===== config.mk =====
export PLATFORM = sky130hd
export DESIGN_NAME = rspt_top
export DESIGN_NICKNAME = d
export VERILOG_FILES = /design/src/design/rspt_top.v /design/src/design/rspt_sync.v /design/src/design/rspt_timer.v
export VERILOG_INCLUDE_DIRS = /design/src /design/src/design
export SDC_FILE = /design/constraint.sdc
export NUM_CORES = 1
export LEC_CHECK = 0
export ABC_AREA = 1
export ABC_CLOCK_PERIOD_IN_PS = 4300
export BUFFER_PORTS_ARGS = -buffer_cell sky130_fd_sc_hd__buf_2
export CAP_MARGIN = 20
export CORE_MARGIN = 4
export CORE_UTILIZATION = 35
export CTS_CLUSTER_SIZE = 16
export DETAILED_ROUTE_END_ITERATION = 8
export GPL_ROUTABILITY_DRIVEN = 1
export PLACE_DENSITY = 0.65
export SKIP_LAST_GASP = 1
export SLEW_MARGIN = 5
export SYNTH_ARGS = -nofsm -noshare
export SYNTH_HDL_FRONTEND = slang
export SYNTH_SLANG_ARGS = --single-unit

===== constraint.sdc =====
create_clock -name i_clock -period 4.3 [get_ports i_clock]
set_clock_uncertainty 0.05 [all_clocks]
set_input_delay 0.215 -clock i_clock [delete_from_list [all_inputs] [get_ports i_clock]]
set_output_delay 0.215 -clock i_clock [all_outputs]
set_load 0.005 [all_outputs]

===== src/design/rspt_map.vh =====
`ifndef RSPT_MAP_VH
`define RSPT_MAP_VH

// ----------------------------------------------------------------------
// Register offsets (byte addresses, one aligned word each)
// ----------------------------------------------------------------------
`define RSPT_ADDR_W 8
`define RSPT_OFS_TIMER 8'h00
`define RSPT_OFS_PIN 8'h04
`define RSPT_OFS_SYSCTL 8'h08
`define RSPT_OFS_PWRCTL 8'h0C
`define RSPT_OFS_STAT 8'h10
`define RSPT_OFS_TSTAT 8'h14

// ----------------------------------------------------------------------
// Field layouts and reset values
// ----------------------------------------------------------------------
`define RSPT_FACTOR_W 7
`define RSPT_FACTOR_MAX 7'h7F
`define RSPT_FACTOR_RST 7'h18
`define RSPT_PRESCALE_W 12
`define RSPT_PRESCALE_LAST 12'hFFF
`define RSPT_PIN_W 4
`define RSPT_GPIO_N 12
`define RSPT_PIN_SEL_OFF 4'h0
`define RSPT_PIN_POL_BIT 4
`define RSPT_SYS_SWRB_BIT 0
`define RSPT_PWR_RAS_BIT 0
`define RSPT_PWR_OSC_BIT 1
`define RSPT_STAT_POR_BIT 0
`define RSPT_STAT_HW_BIT 1
`define RSPT_STAT_SW_BIT 2
`define RSPT_STAT_RST 3'h1

// ----------------------------------------------------------------------
// Timing
// ----------------------------------------------------------------------
`define RSPT_CLK_PERIOD_PS 4000
`define RSPT_HOLD_NS 100

`endif


===== src/design/rspt_top.v =====
// The Avalon-MM interface to the registers and the placing of the registers were left to the implementer.
`timescale 1ns/1ps
`include "rspt_map.vh"

// Contract
// - Three reset levels: power-on, hardware, software.
// - Short pad press gives hardware, long gives power-on.
// - Reset pad is always active high.
// - Software reset is control bit OR CPU request.
// - Reboot-after-sleep bit forces hardware reset on wake.
// - Power-on and hardware resets start cold start.
// - Three register reset domains by reset level.
// - Delay factor is seven bits, maximum all ones.
// - Delay is factor times 4096 slow periods.
// - Any asserted source forces slow oscillator on.
// - Pad start uses default trim, GPIO keeps programmed.
// - Selected GPIO still works as ordinary GPIO.
// - Pin select holds pin; zero disables.
// - Polarity bit: zero active low, one high.
// - Timer counts while asserted, clears on release.
// - Overlapping sources accumulate toward the delay.
// - Pad expiry once per press; GPIO unrestricted.
// - Pin select cleared by all; factor by power-on.
// - Cause of the latest reset is latched.
module rspt_top (
	input wire i_clock,
	input wire i_rst_n,
	input wire i_clk_en,
	input wire i_reset_pad_pin,
	input wire [`RSPT_GPIO_N-1:0] i_gpio,
	input wire i_slow_rc_oscillator,
	input wire i_cpu_reset_req,
	input wire i_wake_from_sleep,
	input wire [`RSPT_ADDR_W-1:0] i_avs_address,
	input wire i_avs_read,
	input wire i_avs_write,
	input wire [31:0] i_avs_writedata,
	input wire [3:0] i_avs_byteenable,
	output reg [31:0] o_avs_readdata,
	output reg o_avs_waitrequest,
	output reg o_por_reset,
	output reg o_hw_reset,
	output reg o_software_reboot_bit,
	output reg o_domain_por_only,
	output reg o_domain_por_hw,
	output reg o_domain_all,
	output reg o_cold_start,
	output reg o_slow_osc_enable,
	output reg o_slow_osc_default_trim
);
	// ------------------------------------------------------------------
	// Constants
	// ------------------------------------------------------------------
	localparam integer HOLD_CYC_I =
		(`RSPT_HOLD_NS * 1000 + `RSPT_CLK_PERIOD_PS - 1) /
		`RSPT_CLK_PERIOD_PS;
	localparam [7:0] HOLD_CYC = HOLD_CYC_I[7:0];
	localparam [7:0] HOLD_LAST = HOLD_CYC - 8'h01;

	localparam ST_IDLE = 1'b0;
	localparam ST_HOLD = 1'b1;

	localparam [1:0] CAUSE_NONE = 2'h0;
	localparam [1:0] CAUSE_SW = 2'h1;
	localparam [1:0] CAUSE_HW = 2'h2;
	localparam [1:0] CAUSE_POR = 2'h3;

	// Byte-lane merge shared by every writable register.
	function [31:0] merge_word;
		input [31:0] old_word;
		input [31:0] new_word;
		input [3:0] be;
		integer k;
		begin
			merge_word = old_word;
			for (k = 0; k < 4; k = k + 1) begin
				if (be[k]) begin
					merge_word[k*8 +: 8] = new_word[k*8 +: 8];
				end
			end
		end
	endfunction

	// ------------------------------------------------------------------
	// Pin synchronisation
	// ------------------------------------------------------------------
	wire [`RSPT_GPIO_N+1:0] sync_q;
	wire pad_s;
	wire slow_s;
	wire [`RSPT_GPIO_N-1:0] gpio_s;

	rspt_sync #(
		.W(`RSPT_GPIO_N + 2)
	) u_sync (
		.i_clock(i_clock),
		.i_rst_n(i_rst_n),
		.i_clk_en(i_clk_en),
		.i_d({i_slow_rc_oscillator, i_gpio, i_reset_pad_pin}),
		.o_q(sync_q)
	);

	assign pad_s = sync_q[0];
	assign gpio_s = sync_q[`RSPT_GPIO_N:1];
	assign slow_s = sync_q[`RSPT_GPIO_N+1];

	// ------------------------------------------------------------------
	// Registers
	// ------------------------------------------------------------------
	reg [`RSPT_FACTOR_W-1:0] factor;
	reg [`RSPT_PIN_W-1:0] pin_sel;
	reg pin_pol;
	reg swrb;
	reg ras;
	reg osc_sw_en;
	reg [2:0] stat;

	reg slow_d;
	reg pad_d;
	reg pad_lock;
	reg run_d;
	reg start_by_pad;
	reg state;
	reg [1:0] cause;
	reg [7:0] hold_cnt;

	wire tick;
	wire gpio_hit;
	wire pad_count;
	wire run;
	wire expire;
	wire [`RSPT_FACTOR_W-1:0] steps;
	wire pad_short;
	wire por_req;
	wire hw_req;
	wire sw_req;

	assign tick = slow_s & ~slow_d;

	// The GPIO is only observed here; the pin keeps its normal function.
	assign gpio_hit = (pin_sel != `RSPT_PIN_SEL_OFF) &&
		(pin_sel < `RSPT_GPIO_N) &&
		(gpio_s[pin_sel] == pin_pol);

	assign pad_count = pad_s & ~pad_lock;
	assign run = pad_count | gpio_hit;

	rspt_timer u_timer (
		.i_clock(i_clock),
		.i_rst_n(i_rst_n),
		.i_clk_en(i_clk_en),
		.i_tick(tick),
		.i_run(run),
		.i_factor(factor),
		.o_expire(expire),
		.o_steps(steps)
	);

	// ------------------------------------------------------------------
	// Reset requests
	// ------------------------------------------------------------------
	assign pad_short = pad_d & ~pad_s & ~pad_lock;
	assign por_req = expire;
	assign hw_req = pad_short | (i_wake_from_sleep & ras);
	assign sw_req = swrb | i_cpu_reset_req;

	reg [1:0] req_cause;
	reg next_state;
	reg [1:0] next_cause;
	reg [7:0] next_hold;
	reg issue;

	always @* begin
		if (por_req) begin
			req_cause = CAUSE_POR;
		end else if (hw_req) begin
			req_cause = CAUSE_HW;
		end else if (sw_req) begin
			req_cause = CAUSE_SW;
		end else begin
			req_cause = CAUSE_NONE;
		end
		next_state = state;
		next_cause = cause;
		next_hold = hold_cnt;
		issue = 1'b0;
		case (state)
			ST_IDLE: begin
				if (req_cause != CAUSE_NONE) begin
					issue = 1'b1;
					next_state = ST_HOLD;
					next_cause = req_cause;
					next_hold = HOLD_LAST;
				end
			end
			ST_HOLD: begin
				// A stronger request during a hold upgrades and restarts it.
				if (req_cause > cause) begin
					issue = 1'b1;
					next_cause = req_cause;
					next_hold = HOLD_LAST;
				end else if (hold_cnt == 8'h00) begin
					next_state = ST_IDLE;
					next_cause = CAUSE_NONE;
				end else begin
					next_hold = hold_cnt - 8'h01;
				end
			end
			default: begin
				next_state = ST_IDLE;
				next_cause = CAUSE_NONE;
				next_hold = 8'h00;
			end
		endcase
	end

	// ------------------------------------------------------------------
	// Sequencing state and outputs
	// ------------------------------------------------------------------
	always @(posedge i_clock or negedge i_rst_n) begin
		if (!i_rst_n) begin
			slow_d <= 1'b0;
			pad_d <= 1'b0;
			pad_lock <= 1'b0;
			run_d <= 1'b0;
			start_by_pad <= 1'b0;
			state <= ST_IDLE;
			cause <= CAUSE_NONE;
			hold_cnt <= 8'h00;
			o_por_reset <= 1'b0;
			o_hw_reset <= 1'b0;
			o_software_reboot_bit <= 1'b0;
			o_domain_por_only <= 1'b0;
			o_domain_por_hw <= 1'b0;
			o_domain_all <= 1'b0;
			o_cold_start <= 1'b0;
			o_slow_osc_enable <= 1'b1;
			o_slow_osc_default_trim <= 1'b0;
		end else if (i_clk_en) begin
			slow_d <= slow_s;
			pad_d <= pad_s;
			run_d <= run;
			// Lock survives the reset it causes; only release unlocks.
			if (!pad_s) begin
				pad_lock <= 1'b0;
			end else if (expire) begin
				pad_lock <= 1'b1;
			end
			if (run & ~run_d) begin
				start_by_pad <= pad_count;
			end
			state <= next_state;
			cause <= next_cause;
			hold_cnt <= next_hold;
			o_por_reset <= (next_cause == CAUSE_POR);
			o_hw_reset <= (next_cause == CAUSE_HW);
			o_software_reboot_bit <= (next_cause == CAUSE_SW);
			o_domain_por_only <= (next_cause == CAUSE_POR);
			o_domain_por_hw <= (next_cause >= CAUSE_HW);
			o_domain_all <= (next_cause != CAUSE_NONE);
			o_cold_start <= issue & (req_cause >= CAUSE_HW);
			o_slow_osc_enable <= osc_sw_en | pad_s | gpio_hit;
			o_slow_osc_default_trim <= run & start_by_pad;
		end
	end

	// ------------------------------------------------------------------
	// Avalon-MM slave
	// ------------------------------------------------------------------
	wire wr_go;
	wire [31:0] wr_word;
	reg [31:0] rd_word;

	assign wr_go = i_avs_write & ~o_avs_waitrequest;

	always @* begin
		rd_word = 32'h0000_0000;
		case (i_avs_address)
			`RSPT_OFS_TIMER: rd_word[`RSPT_FACTOR_W-1:0] = factor;
			`RSPT_OFS_PIN: begin
				rd_word[`RSPT_PIN_W-1:0] = pin_sel;
				rd_word[`RSPT_PIN_POL_BIT] = pin_pol;
			end
			`RSPT_OFS_SYSCTL: rd_word[`RSPT_SYS_SWRB_BIT] = swrb;
			`RSPT_OFS_PWRCTL: begin
				rd_word[`RSPT_PWR_RAS_BIT] = ras;
				rd_word[`RSPT_PWR_OSC_BIT] = osc_sw_en;
			end
			`RSPT_OFS_STAT: rd_word[2:0] = stat;
			`RSPT_OFS_TSTAT: begin
				rd_word[`RSPT_FACTOR_W-1:0] = steps;
				rd_word[8] = run;
				rd_word[9] = pad_lock;
				rd_word[10] = gpio_hit;
				rd_word[11] = pad_s;
			end
			default: rd_word = 32'h0000_0000;
		endcase
	end

	function [31:0] reg_word;
		input [31:0] old_word;
		begin
			reg_word = merge_word(old_word, i_avs_writedata, i_avs_byteenable);
		end
	endfunction

	assign wr_word = reg_word(rd_word);

	// Each access waits exactly one cycle; the reply is registered.
	always @(posedge i_clock or negedge i_rst_n) begin
		if (!i_rst_n) begin
			o_avs_waitrequest <= 1'b1;
			o_avs_readdata <= 32'h0000_0000;
		end else if (i_clk_en) begin
			if ((i_avs_read | i_avs_write) & o_avs_waitrequest) begin
				o_avs_waitrequest <= 1'b0;
				if (i_avs_read) begin
					o_avs_readdata <= rd_word;
				end
			end else begin
				o_avs_waitrequest <= 1'b1;
			end
		end
	end

	// ------------------------------------------------------------------
	// Register file with its reset domains
	// ------------------------------------------------------------------
	always @(posedge i_clock or negedge i_rst_n) begin
		if (!i_rst_n) begin
			factor <= `RSPT_FACTOR_RST;
			pin_sel <= `RSPT_PIN_SEL_OFF;
			pin_pol <= 1'b0;
			swrb <= 1'b0;
			ras <= 1'b0;
			osc_sw_en <= 1'b1;
			stat <= `RSPT_STAT_RST;
		end else if (i_clk_en) begin
			if (wr_go) begin
				case (i_avs_address)
					`RSPT_OFS_TIMER:
						factor <= wr_word[`RSPT_FACTOR_W-1:0];
					`RSPT_OFS_PIN: begin
						pin_sel <= wr_word[`RSPT_PIN_W-1:0];
						pin_pol <= wr_word[`RSPT_PIN_POL_BIT];
					end
					`RSPT_OFS_SYSCTL: swrb <= wr_word[`RSPT_SYS_SWRB_BIT];
					`RSPT_OFS_PWRCTL: begin
						ras <= wr_word[`RSPT_PWR_RAS_BIT];
						osc_sw_en <= wr_word[`RSPT_PWR_OSC_BIT];
					end
					`RSPT_OFS_STAT: stat <= stat & ~wr_word[2:0];
					default: begin
					end
				endcase
			end
			// Reset effects come last so that they win over a bus write.
			if (issue) begin
				stat <= 3'h0;
				stat[`RSPT_STAT_POR_BIT] <= (req_cause == CAUSE_POR);
				stat[`RSPT_STAT_HW_BIT] <= (req_cause == CAUSE_HW);
				stat[`RSPT_STAT_SW_BIT] <= (req_cause == CAUSE_SW);
				pin_sel <= `RSPT_PIN_SEL_OFF;
				swrb <= 1'b0;
				if (req_cause >= CAUSE_HW) begin
					ras <= 1'b0;
					osc_sw_en <= 1'b1;
				end
				if (req_cause == CAUSE_POR) begin
					factor <= `RSPT_FACTOR_RST;
					pin_pol <= 1'b0;
				end
			end
		end
	end
endmodule


===== src/design/rspt_sync.v =====
`timescale 1ns/1ps

// ----------------------------------------------------------------------
// Two-stage synchroniser for pin-level inputs
// ----------------------------------------------------------------------
module rspt_sync #(
	parameter W = 1
) (
	input wire i_clock,
	input wire i_rst_n,
	input wire i_clk_en,
	input wire [W-1:0] i_d,
	output reg [W-1:0] o_q
);
	reg [W-1:0] meta;

	always @(posedge i_clock or negedge i_rst_n) begin
		if (!i_rst_n) begin
			meta <= {W{1'b0}};
			o_q <= {W{1'b0}};
		end else if (i_clk_en) begin
			meta <= i_d;
			o_q <= meta;
		end
	end
endmodule


===== src/design/rspt_timer.v =====
`timescale 1ns/1ps
`include "rspt_map.vh"

// ----------------------------------------------------------------------
// Reset-hold timer: 4096-tick prescaler and step counter
// ----------------------------------------------------------------------
module rspt_timer (
	input wire i_clock,
	input wire i_rst_n,
	input wire i_clk_en,
	input wire i_tick,
	input wire i_run,
	input wire [`RSPT_FACTOR_W-1:0] i_factor,
	output reg o_expire,
	output wire [`RSPT_FACTOR_W-1:0] o_steps
);
	reg [`RSPT_PRESCALE_W-1:0] prescale;
	reg [`RSPT_FACTOR_W-1:0] steps;
	wire [`RSPT_FACTOR_W:0] steps_inc;

	assign steps_inc = {1'b0, steps} + {{`RSPT_FACTOR_W{1'b0}}, 1'b1};
	assign o_steps = steps;

	// A factor of zero never matches, so the timer never expires.
	always @(posedge i_clock or negedge i_rst_n) begin
		if (!i_rst_n) begin
			prescale <= {`RSPT_PRESCALE_W{1'b0}};
			steps <= {`RSPT_FACTOR_W{1'b0}};
			o_expire <= 1'b0;
		end else if (i_clk_en) begin
			o_expire <= 1'b0;
			if (!i_run) begin
				prescale <= {`RSPT_PRESCALE_W{1'b0}};
				steps <= {`RSPT_FACTOR_W{1'b0}};
			end else if (i_tick) begin
				if (prescale == `RSPT_PRESCALE_LAST) begin
					prescale <= {`RSPT_PRESCALE_W{1'b0}};
					if (steps_inc == {1'b0, i_factor}) begin
						o_expire <= 1'b1;
						steps <= {`RSPT_FACTOR_W{1'b0}};
					end else begin
						steps <= steps_inc[`RSPT_FACTOR_W-1:0];
					end
				end else begin
					prescale <= prescale + {{(`RSPT_PRESCALE_W-1){1'b0}}, 1'b1};
				end
			end
		end
	end
endmodule


==> impl_results.md, run 1 <==
- Status: finished, final reports clean
- Worst-Skew Late Latency: approximately 360 ps
- Synth unique cells: 44
- Startpoint types: flip-flop
- Maximum buffer depth of the clock tree: 2
- Final count of pins violating max slew: 0
- Grt peak-use layer: met2
- Worst-path fanout max: 8
- Post-synth top area share: 0.4221
- Commonest cells in the netlist: nand2_1, dfrtp_1, inv_1
- Synth async-reset ratio: 1.000
- Top post-synthesis cells by area: dfrtp_1, nand2_1, inv_1
- Most frequent cell after synthesis: nand2_1
- RSZ-0062 raised after global routing: no
- Fin nets: approximately 900
- Design Power: 2.785 mW
- Clock sink count: a little over 100
- Flop2flop setup slack: 1610 ps
- Die area: ~18000 um2
- Initial antenna violation count: 0
- Final WL: around 13 mm
- Buffers plus inverters on the worst setup path: 2
- Worst min-delay path category: input port to flip-flop
- Total CTS buffers: 9
- Worst-Margin Slew: between 800 and 900 ps
- Count of port buffers added during placement: between 50 and 60
- Syn_area_per_cell: between 7 and 8 um2
- ANT nets after route: 0
- Peak supply drop: 0.2555 mV
- R2r worst-path depth: 15
- WP data required: about 4500 ps
- Finish-stage setup viols: 0
- Post-cts resize count: 0
- CTS hold repair buffers: 6
- Worst path cell trace: inv_2, nand3_1, o21ai_1, o21ai_0, inv_1, ha_1, a22oi_1, nor2_1, nand2_1, nand3_1, nor2_1, nand2_1, nor2_1, xnor2_1, nand2_1
- R2r startpoint: u_sync.o_q[0]
- Synth area leader: dfrtp_1
- PwrDens: 433.7 nW/um2
- DP Cell Count: between 1000 and 1500
- Die height: around 140 um
- Largest stage delay, worst path: between 400 and 500 ps
- Row cnt: between 40 and 50
- Synthesized instance count: approximately 750
- Drt drc: 0
- Final GP Congestion: 0.8670
- Global route overflow: 0
- Crit path capture type: flip-flop
- Setup TNS: 0 ps
- Max-Cap Viols: 0
- Core ar.: around 16000 um2
- Layout cells sized above 1: 0.1432
- Fin cells: slightly above 1000
- IO Count: around 110
- Reg area: ~2600 um2
- TritonRoute pass-1 iters: 5
- Hold worst-path end: u_sync.meta[8]
- CTS tree: built
- Root buf cell: clkbuf_16
- Primary FF master, synth: dfrtp_1
- Via count: 4824
- Met1 Use GR: 0.2167
- Syn-to-layout area delta: 12.82%
- Cells on Worst Hold Path: 3
- Period utilization: 0.6248
- Max-slew headroom: 0.4404
- Synth Warn #: 0
- Vias/cell: ~4.7
- Mapped Area: 5692 um2
- M3 GR Usage: 0.03232
- Reg-to-Reg End: hold_cnt[4]
- CTS H-tree lvls: 3
- GRT met2 Usage: 0.2403
- Stages on the worst setup path: 15
- Drt wl/cell: 12.70 um
- Initial DRC Count: around 320
- Width of the chip: 135.5 um
- First-pass GRT wire length: ~23 mm
- Setup CP Type: flip-flop to flip-flop
- CP max-delay cell: dfrtp_1
- CP arrival: about 2900 ps
- Antenna cells: 0
- Fillers: about 1700
- Vias in the first global route: ~4600
- Post-CTS Setup Inserts: 0
- Share of the yosys chip area belonging to registers: 0.4498
- Yosys reg bits: 102
- GRT Overall Usage: 0.1529
- Starting density of the core: 0.3583
- CP top delay family: simple AND/OR/NAND/NOR gates
- CTS clk-pin slew, worst paths: about 70 ps
- Min cycle time layout: about 2700 ps
- Area occupied by multi-input gates: ~2600 um2
- F_max: ~370 MHz
- Count of final hold-check violations: 0
- Post-synth EDFFs: 0
- Lkg Pwr: 3.265 nW
- Hold path startpoint: i_gpio[7]
- Largest net degree at the start of global routing: 66
- Dpl hpwl: ~9.7 mm
-- worst max-delay path by stage --
stage	from	endpoint	slack, ps
after CTS	u_sync.o_q[0]	hold_cnt[4]	1600
after global routing	u_sync.o_q[0]	hold_cnt[4]	1310
after global placement	u_sync.o_q[0]	hold_cnt[4]	1640
after floorplan	u_sync.o_q[0]	hold_cnt[4]	2040
after detailed placement	u_sync.o_q[0]	hold_cnt[4]	1600
final	u_sync.o_q[0]	hold_cnt[4]	1610
-- cell usage in the layout (no fill, tap or decap), types with 6 or more instances in the layout --
master	synthesis	routed
buf_2	0	56
nor2_1	60	60
clkbuf_16	0	9
conb_1	1	21
nand3_2	7	7
xor2_1	9	9
dlygate4sd3_1	0	6
o21ai_0	53	53
inv_1	85	85
nand4_1	7	7
dfrtp_1	96	96
nand3_1	55	55
dfstp_2	6	6
o22ai_1	13	13
nand2_1	236	236
ha_1	6	6
a21oi_1	16	16
inv_2	8	8
-- tightest hold or removal path, cell delays in order --
cell and delay, ps:
buf_2 70, nand2_1 40, nand2_1 50
-- routing by layer --
| layer | up-vias | share of wire | wire [um] |
|---|---|---|---|
| met5 | - | 0 | 0 |
| li1 | 2479 | - | - |
| met3 | 11 | 0.046 | 605 |
| met2 | 100 | 0.46 | 5990 |
| met4 | 0 | 0.011 | 144 |
| met1 | 2234 | 0.49 | 6376 |
-- flip-flops by register name, indices dropped and copies added (netlist names), 2 cells and up --
name and cells:
factor 7, u_sync.meta 14, pin_sel 4, cause 2
u_timer.prescale 12, u_sync.o_q 14, o_avs_readdata 11, hold_cnt 8
stat 3, u_timer.o_steps 7
-- logic make-up (layout without fill, tap and decap cells) --
kind of cell	count (synthesis)	in the layout	share of synthesized area
and+or+nand+nor	388	388	0.2933
buffers and inverters	135	178	0.1119
AOI/OAI and AO/OA	109	109	0.1088
DFF	102	102	0.4498
xor gates and xnor gates	12	12	0.01847
adders and majority gates	6	6	0.01319
other	1	21	0.0006589
muxes	1	1	0.003957
-- power by group --
part | total [mW] | leakage (nW) | switching, mW | internal (mW)
logic | 0.785 | 1.81 | 0.515 | 0.270
clock network | 0.786 | 0.142 | 0.386 | 0.400
registers | 1.21 | 1.31 | 0.108 | 1.11
total | 2.78 | 3.27 | 1.01 | 1.78
-- layout make-up --
type,instances,share of cell area
well taps,216,0.04209
flip-flops and latches,102,0.3987
repair buffers,67,0.05885
clock inverters,7,0.008769
multi-input cells,537,0.4002
inverters,95,0.05631
clock buffers,9,0.03507
-- through the flow --
step	util	worst slack, ps	cell area (um2)	hold slack, ps
after global placement	0.3827	1641	6080	328.7
final	0.4042	1613	6421	13.04
after CTS	0.4042	1599	6421	0.3222
after detailed placement	0.3827	1600	6080	334.2
after floorplan	-	2036	5767	-130.6
after global routing	0.4042	1306	6421	5.077
Note: power is estimated with default switching activity, not from simulation.
==> run 2: changes to the inputs <==
Settings changed: ABC_AREA 1 to 0, ABC_CLOCK_PERIOD_IN_PS 4300 to 2200, PLACE_DENSITY 0.65 to 0.67.
Clock period 4.3 ns to 2.2 ns, I/O delays scaled along.
==> impl_results.md, run 2 <==
- Status: finished, violations left
- Failing checks: setup timing
- Top post-synthesis cells by area: dfrtp_1, mux2_2, nand2_1
- Die height: 131.3 um
- Synthesized instance count: ~520
- Fin worst setup slack: -326.3 ps
- Vias in the first global route: approximately 4700
- Fin cells: between 800 and 900
- R2r startpoint: pin_sel[0]
- Max-slew headroom: 0.6335
- Syn-to-layout area delta: 39.26%
- Setup CP Type: flip-flop to flip-flop
- Initial antenna violation count: 0
- CTS tree: built
- Syn_area_per_cell: roughly 10 um2
- Via count: around 4600
- Synth area leader: dfrtp_1
- Cells on Worst Hold Path: 3
- Post-Synth Adder-Cell Area: 0.01411
- Hold slack: around 22 ps
- ANT nets after route: 0
- Primary FF master, synth: dfrtp_1
- Final WL: between 10 and 15 mm
- F_max: between 300 and 400 MHz
- Worst-Skew Late Latency: 350 ps
- Worst min-delay path category: input port to flip-flop
- R2r worst-path depth: 8
- GRT Overall Usage: 0.1622
- Fin nets: 748
- Most frequent cell after synthesis: dfrtp_1
- Clock sink count: just over 100
- Hold path startpoint: i_avs_write
- TritonRoute pass-1 iters: 5
- Commonest non-fill, non-tap cell in the layout: dfrtp_1
- Share of the yosys chip area belonging to registers: 0.4813
- Post-synth EDFFs: 0
- WP data required: roughly 2400 ps
- Antenna cells: 0
- CTS H-tree lvls: 3
- Synth Area in Simple Gates: 0.1633
- Count of port buffers added during placement: 57
- Top Registers: u_sync.meta: 14 flops, u_sync.o_q: 14 flops, u_timer.prescale: 12 flops
- M3 GR Usage: 0.02905
- Largest family of logic cells by synthesized area: simple AND/OR/NAND/NOR gates
- CP arrival: ~2700 ps
- Crit path capture type: flip-flop
- Startpoint types: flip-flop
- Worst-path fanout max: 6
- Core ar.: roughly 15000 um2
- PwrDens: approximately 760 nW/um2
- Period utilization: 1.148
- Total CTS buffers: 9
- GRT met2 Usage: 0.2946
- Most frequent cells in the layout: dfrtp_1, buf_4, buf_2, nand2_1, mux2_2
- Drt drc: 0
- Yosys reg bits: a little over 100
- Grt peak-use layer: met2
- Vias/cell: between 5 and 6
- Root buf cell: clkbuf_16
- Compound-Gate Fraction of Synth Area: 0.1538
- Mapped Area: 5319 um2
- Dpl hpwl: 10.11 mm
- Maximum buffer depth of the clock tree: 2
- Min cycle time layout: roughly 2500 ps
- Design Power: ~5.6 mW
- Synth Warn #: 0
- Hold worst-path end: o_avs_waitrequest
- Post-synth top area share: 0.4517
- Final GP Congestion: about 0.90
- Drt wl/cell: between 15 and 20 um
- CTS clk-pin slew, worst paths: around 70 ps
- Finish-stage setup viols: 53
- Max-Cap Viols: 0
- Synth unique cells: 65
- Final count of pins violating max slew: 0
- Synth Area in XOR/XNOR: 0.02305
- RSZ-0062 raised after global routing: yes
- Width of the chip: ~130 um
- Peak supply drop: ~0.5 mV
- Lkg Pwr: 3.376 nW
- Met1 Use GR: 0.1880
- Starting density of the core: 0.3618
- Count of final hold-check violations: 0
- Die area: ~17000 um2
- Commonest cells in the netlist: dfrtp_1, nand2_1, mux2_2
- Worst-Margin Slew: ~550 ps
- DP Cell Count: 812
- Synth async-reset ratio: 1.000
- Initial DRC Count: between 300 and 400
- Flop2flop setup slack: -330 ps
- Fillers: between 1000 and 1500
- First-pass GRT wire length: 23.01 mm
- IO Count: between 100 and 150
- Row cnt: 44
- Global route overflow: 0
- Largest net degree at the start of global routing: 51
- Reg-to-Reg End: u_timer.o_steps[6]
- Pre-CTS setup slack: -407.2 ps
- Layout cells sized above 1: 0.4311
- Multiplexer area fraction after synthesis: 0.1075
- Setup TNS: -9538 ps
==> run 2: cell types whose count changed after synthesis, sizes merged, moves of 7 or more <==
cell,before,now
nor2,62,31
or3,0,7
o21ai,61,41
mux2i,1,8
o22ai,13,2
nand2,243,56
a22o,0,7
nor2b,0,8
inv,94,15
a21o,1,8
mux2,0,37
nand3,63,17
==> run 2: timing repair <==
action	CTS	global route
hold buffers	18	0
buffers inserted	12	10
endpoints found under the setup margin	51	55
resized for setup	47	49
hold endpoints to repair	86	0
pin swaps	46	39
cloned	0	0
==> run 2: worst max-delay path by stage <==
stage                from                    to  depth (start not counted)
2_1_floorplan  pin_sel[0]  u_timer.prescale[11]                          9
3_3_place_gp   pin_sel[0]    u_timer.o_steps[3]                          8
3_5_place_dp   pin_sel[0]   u_timer.prescale[2]                         10
4_1_cts        pin_sel[0]    u_timer.o_steps[6]                          8
5_1_grt        pin_sel[0]   u_timer.prescale[9]                          9
6_report       pin_sel[0]    u_timer.o_steps[6]                          8
==> run 2: stage by stage <==
stage / util / cell area (um2)
floorplan: - / 5592
global placement: 0.4353 / 6399
detailed placement: 0.4353 / 6399
CTS: 0.4861 / 7146
global route: 0.5039 / 7407
finish: 0.5039 / 7407
==> run 2: area by class of cell <==
class	instances	area [um2]	share of cell area
clock inverter	6	70.07	0.009459
tap	184	230.2	0.03108
multi-input combinational	382	3014	0.4069
clock buffer	10	229.0	0.03091
sequential	102	2560	0.3456
timing repair buffer	167	1247	0.1684
inverter	15	56.30	0.007601
==> run 2: power by group <==
group | switching (mW) | internal (mW) | total (mW)
clock | 0.725 | 0.893 | 1.62
combinational | 0.822 | 0.857 | 1.68
sequential | 0.200 | 2.12 | 2.32
total | 1.75 | 3.87 | 5.62
==> run 2: kinds of logic (layout without fill, tap and decap cells) <==
logic type,count (synthesis),after routing
AO/OA/AOI/OAI,122,122
XOR/XNOR,14,14
adder cells (fa/ha/maj),6,6
buffers and inverters,55,198
flip-flops,102,102
multiplexers,48,48
other,1,21
AND/OR/NAND/NOR,171,171
==> run 2: critical path, stage by stage (launching register included) <==
cell and delay (ps):
dfrtp_1 390, buf_6 130, mux4_2 500, a211oi_2 210, buf_4 170, mux2i_2 280
buf_4 220, a21boi_4 90, a221o_1 350
==> run 2: per-layer routing <==
layer | wire [um] | vias to the layer above
met2 | 7515 | 114
met3 | 486 | 24
li1 | - | 2148
met4 | 376 | 0
met1 | 5948 | 2290
met5 | 0 | -
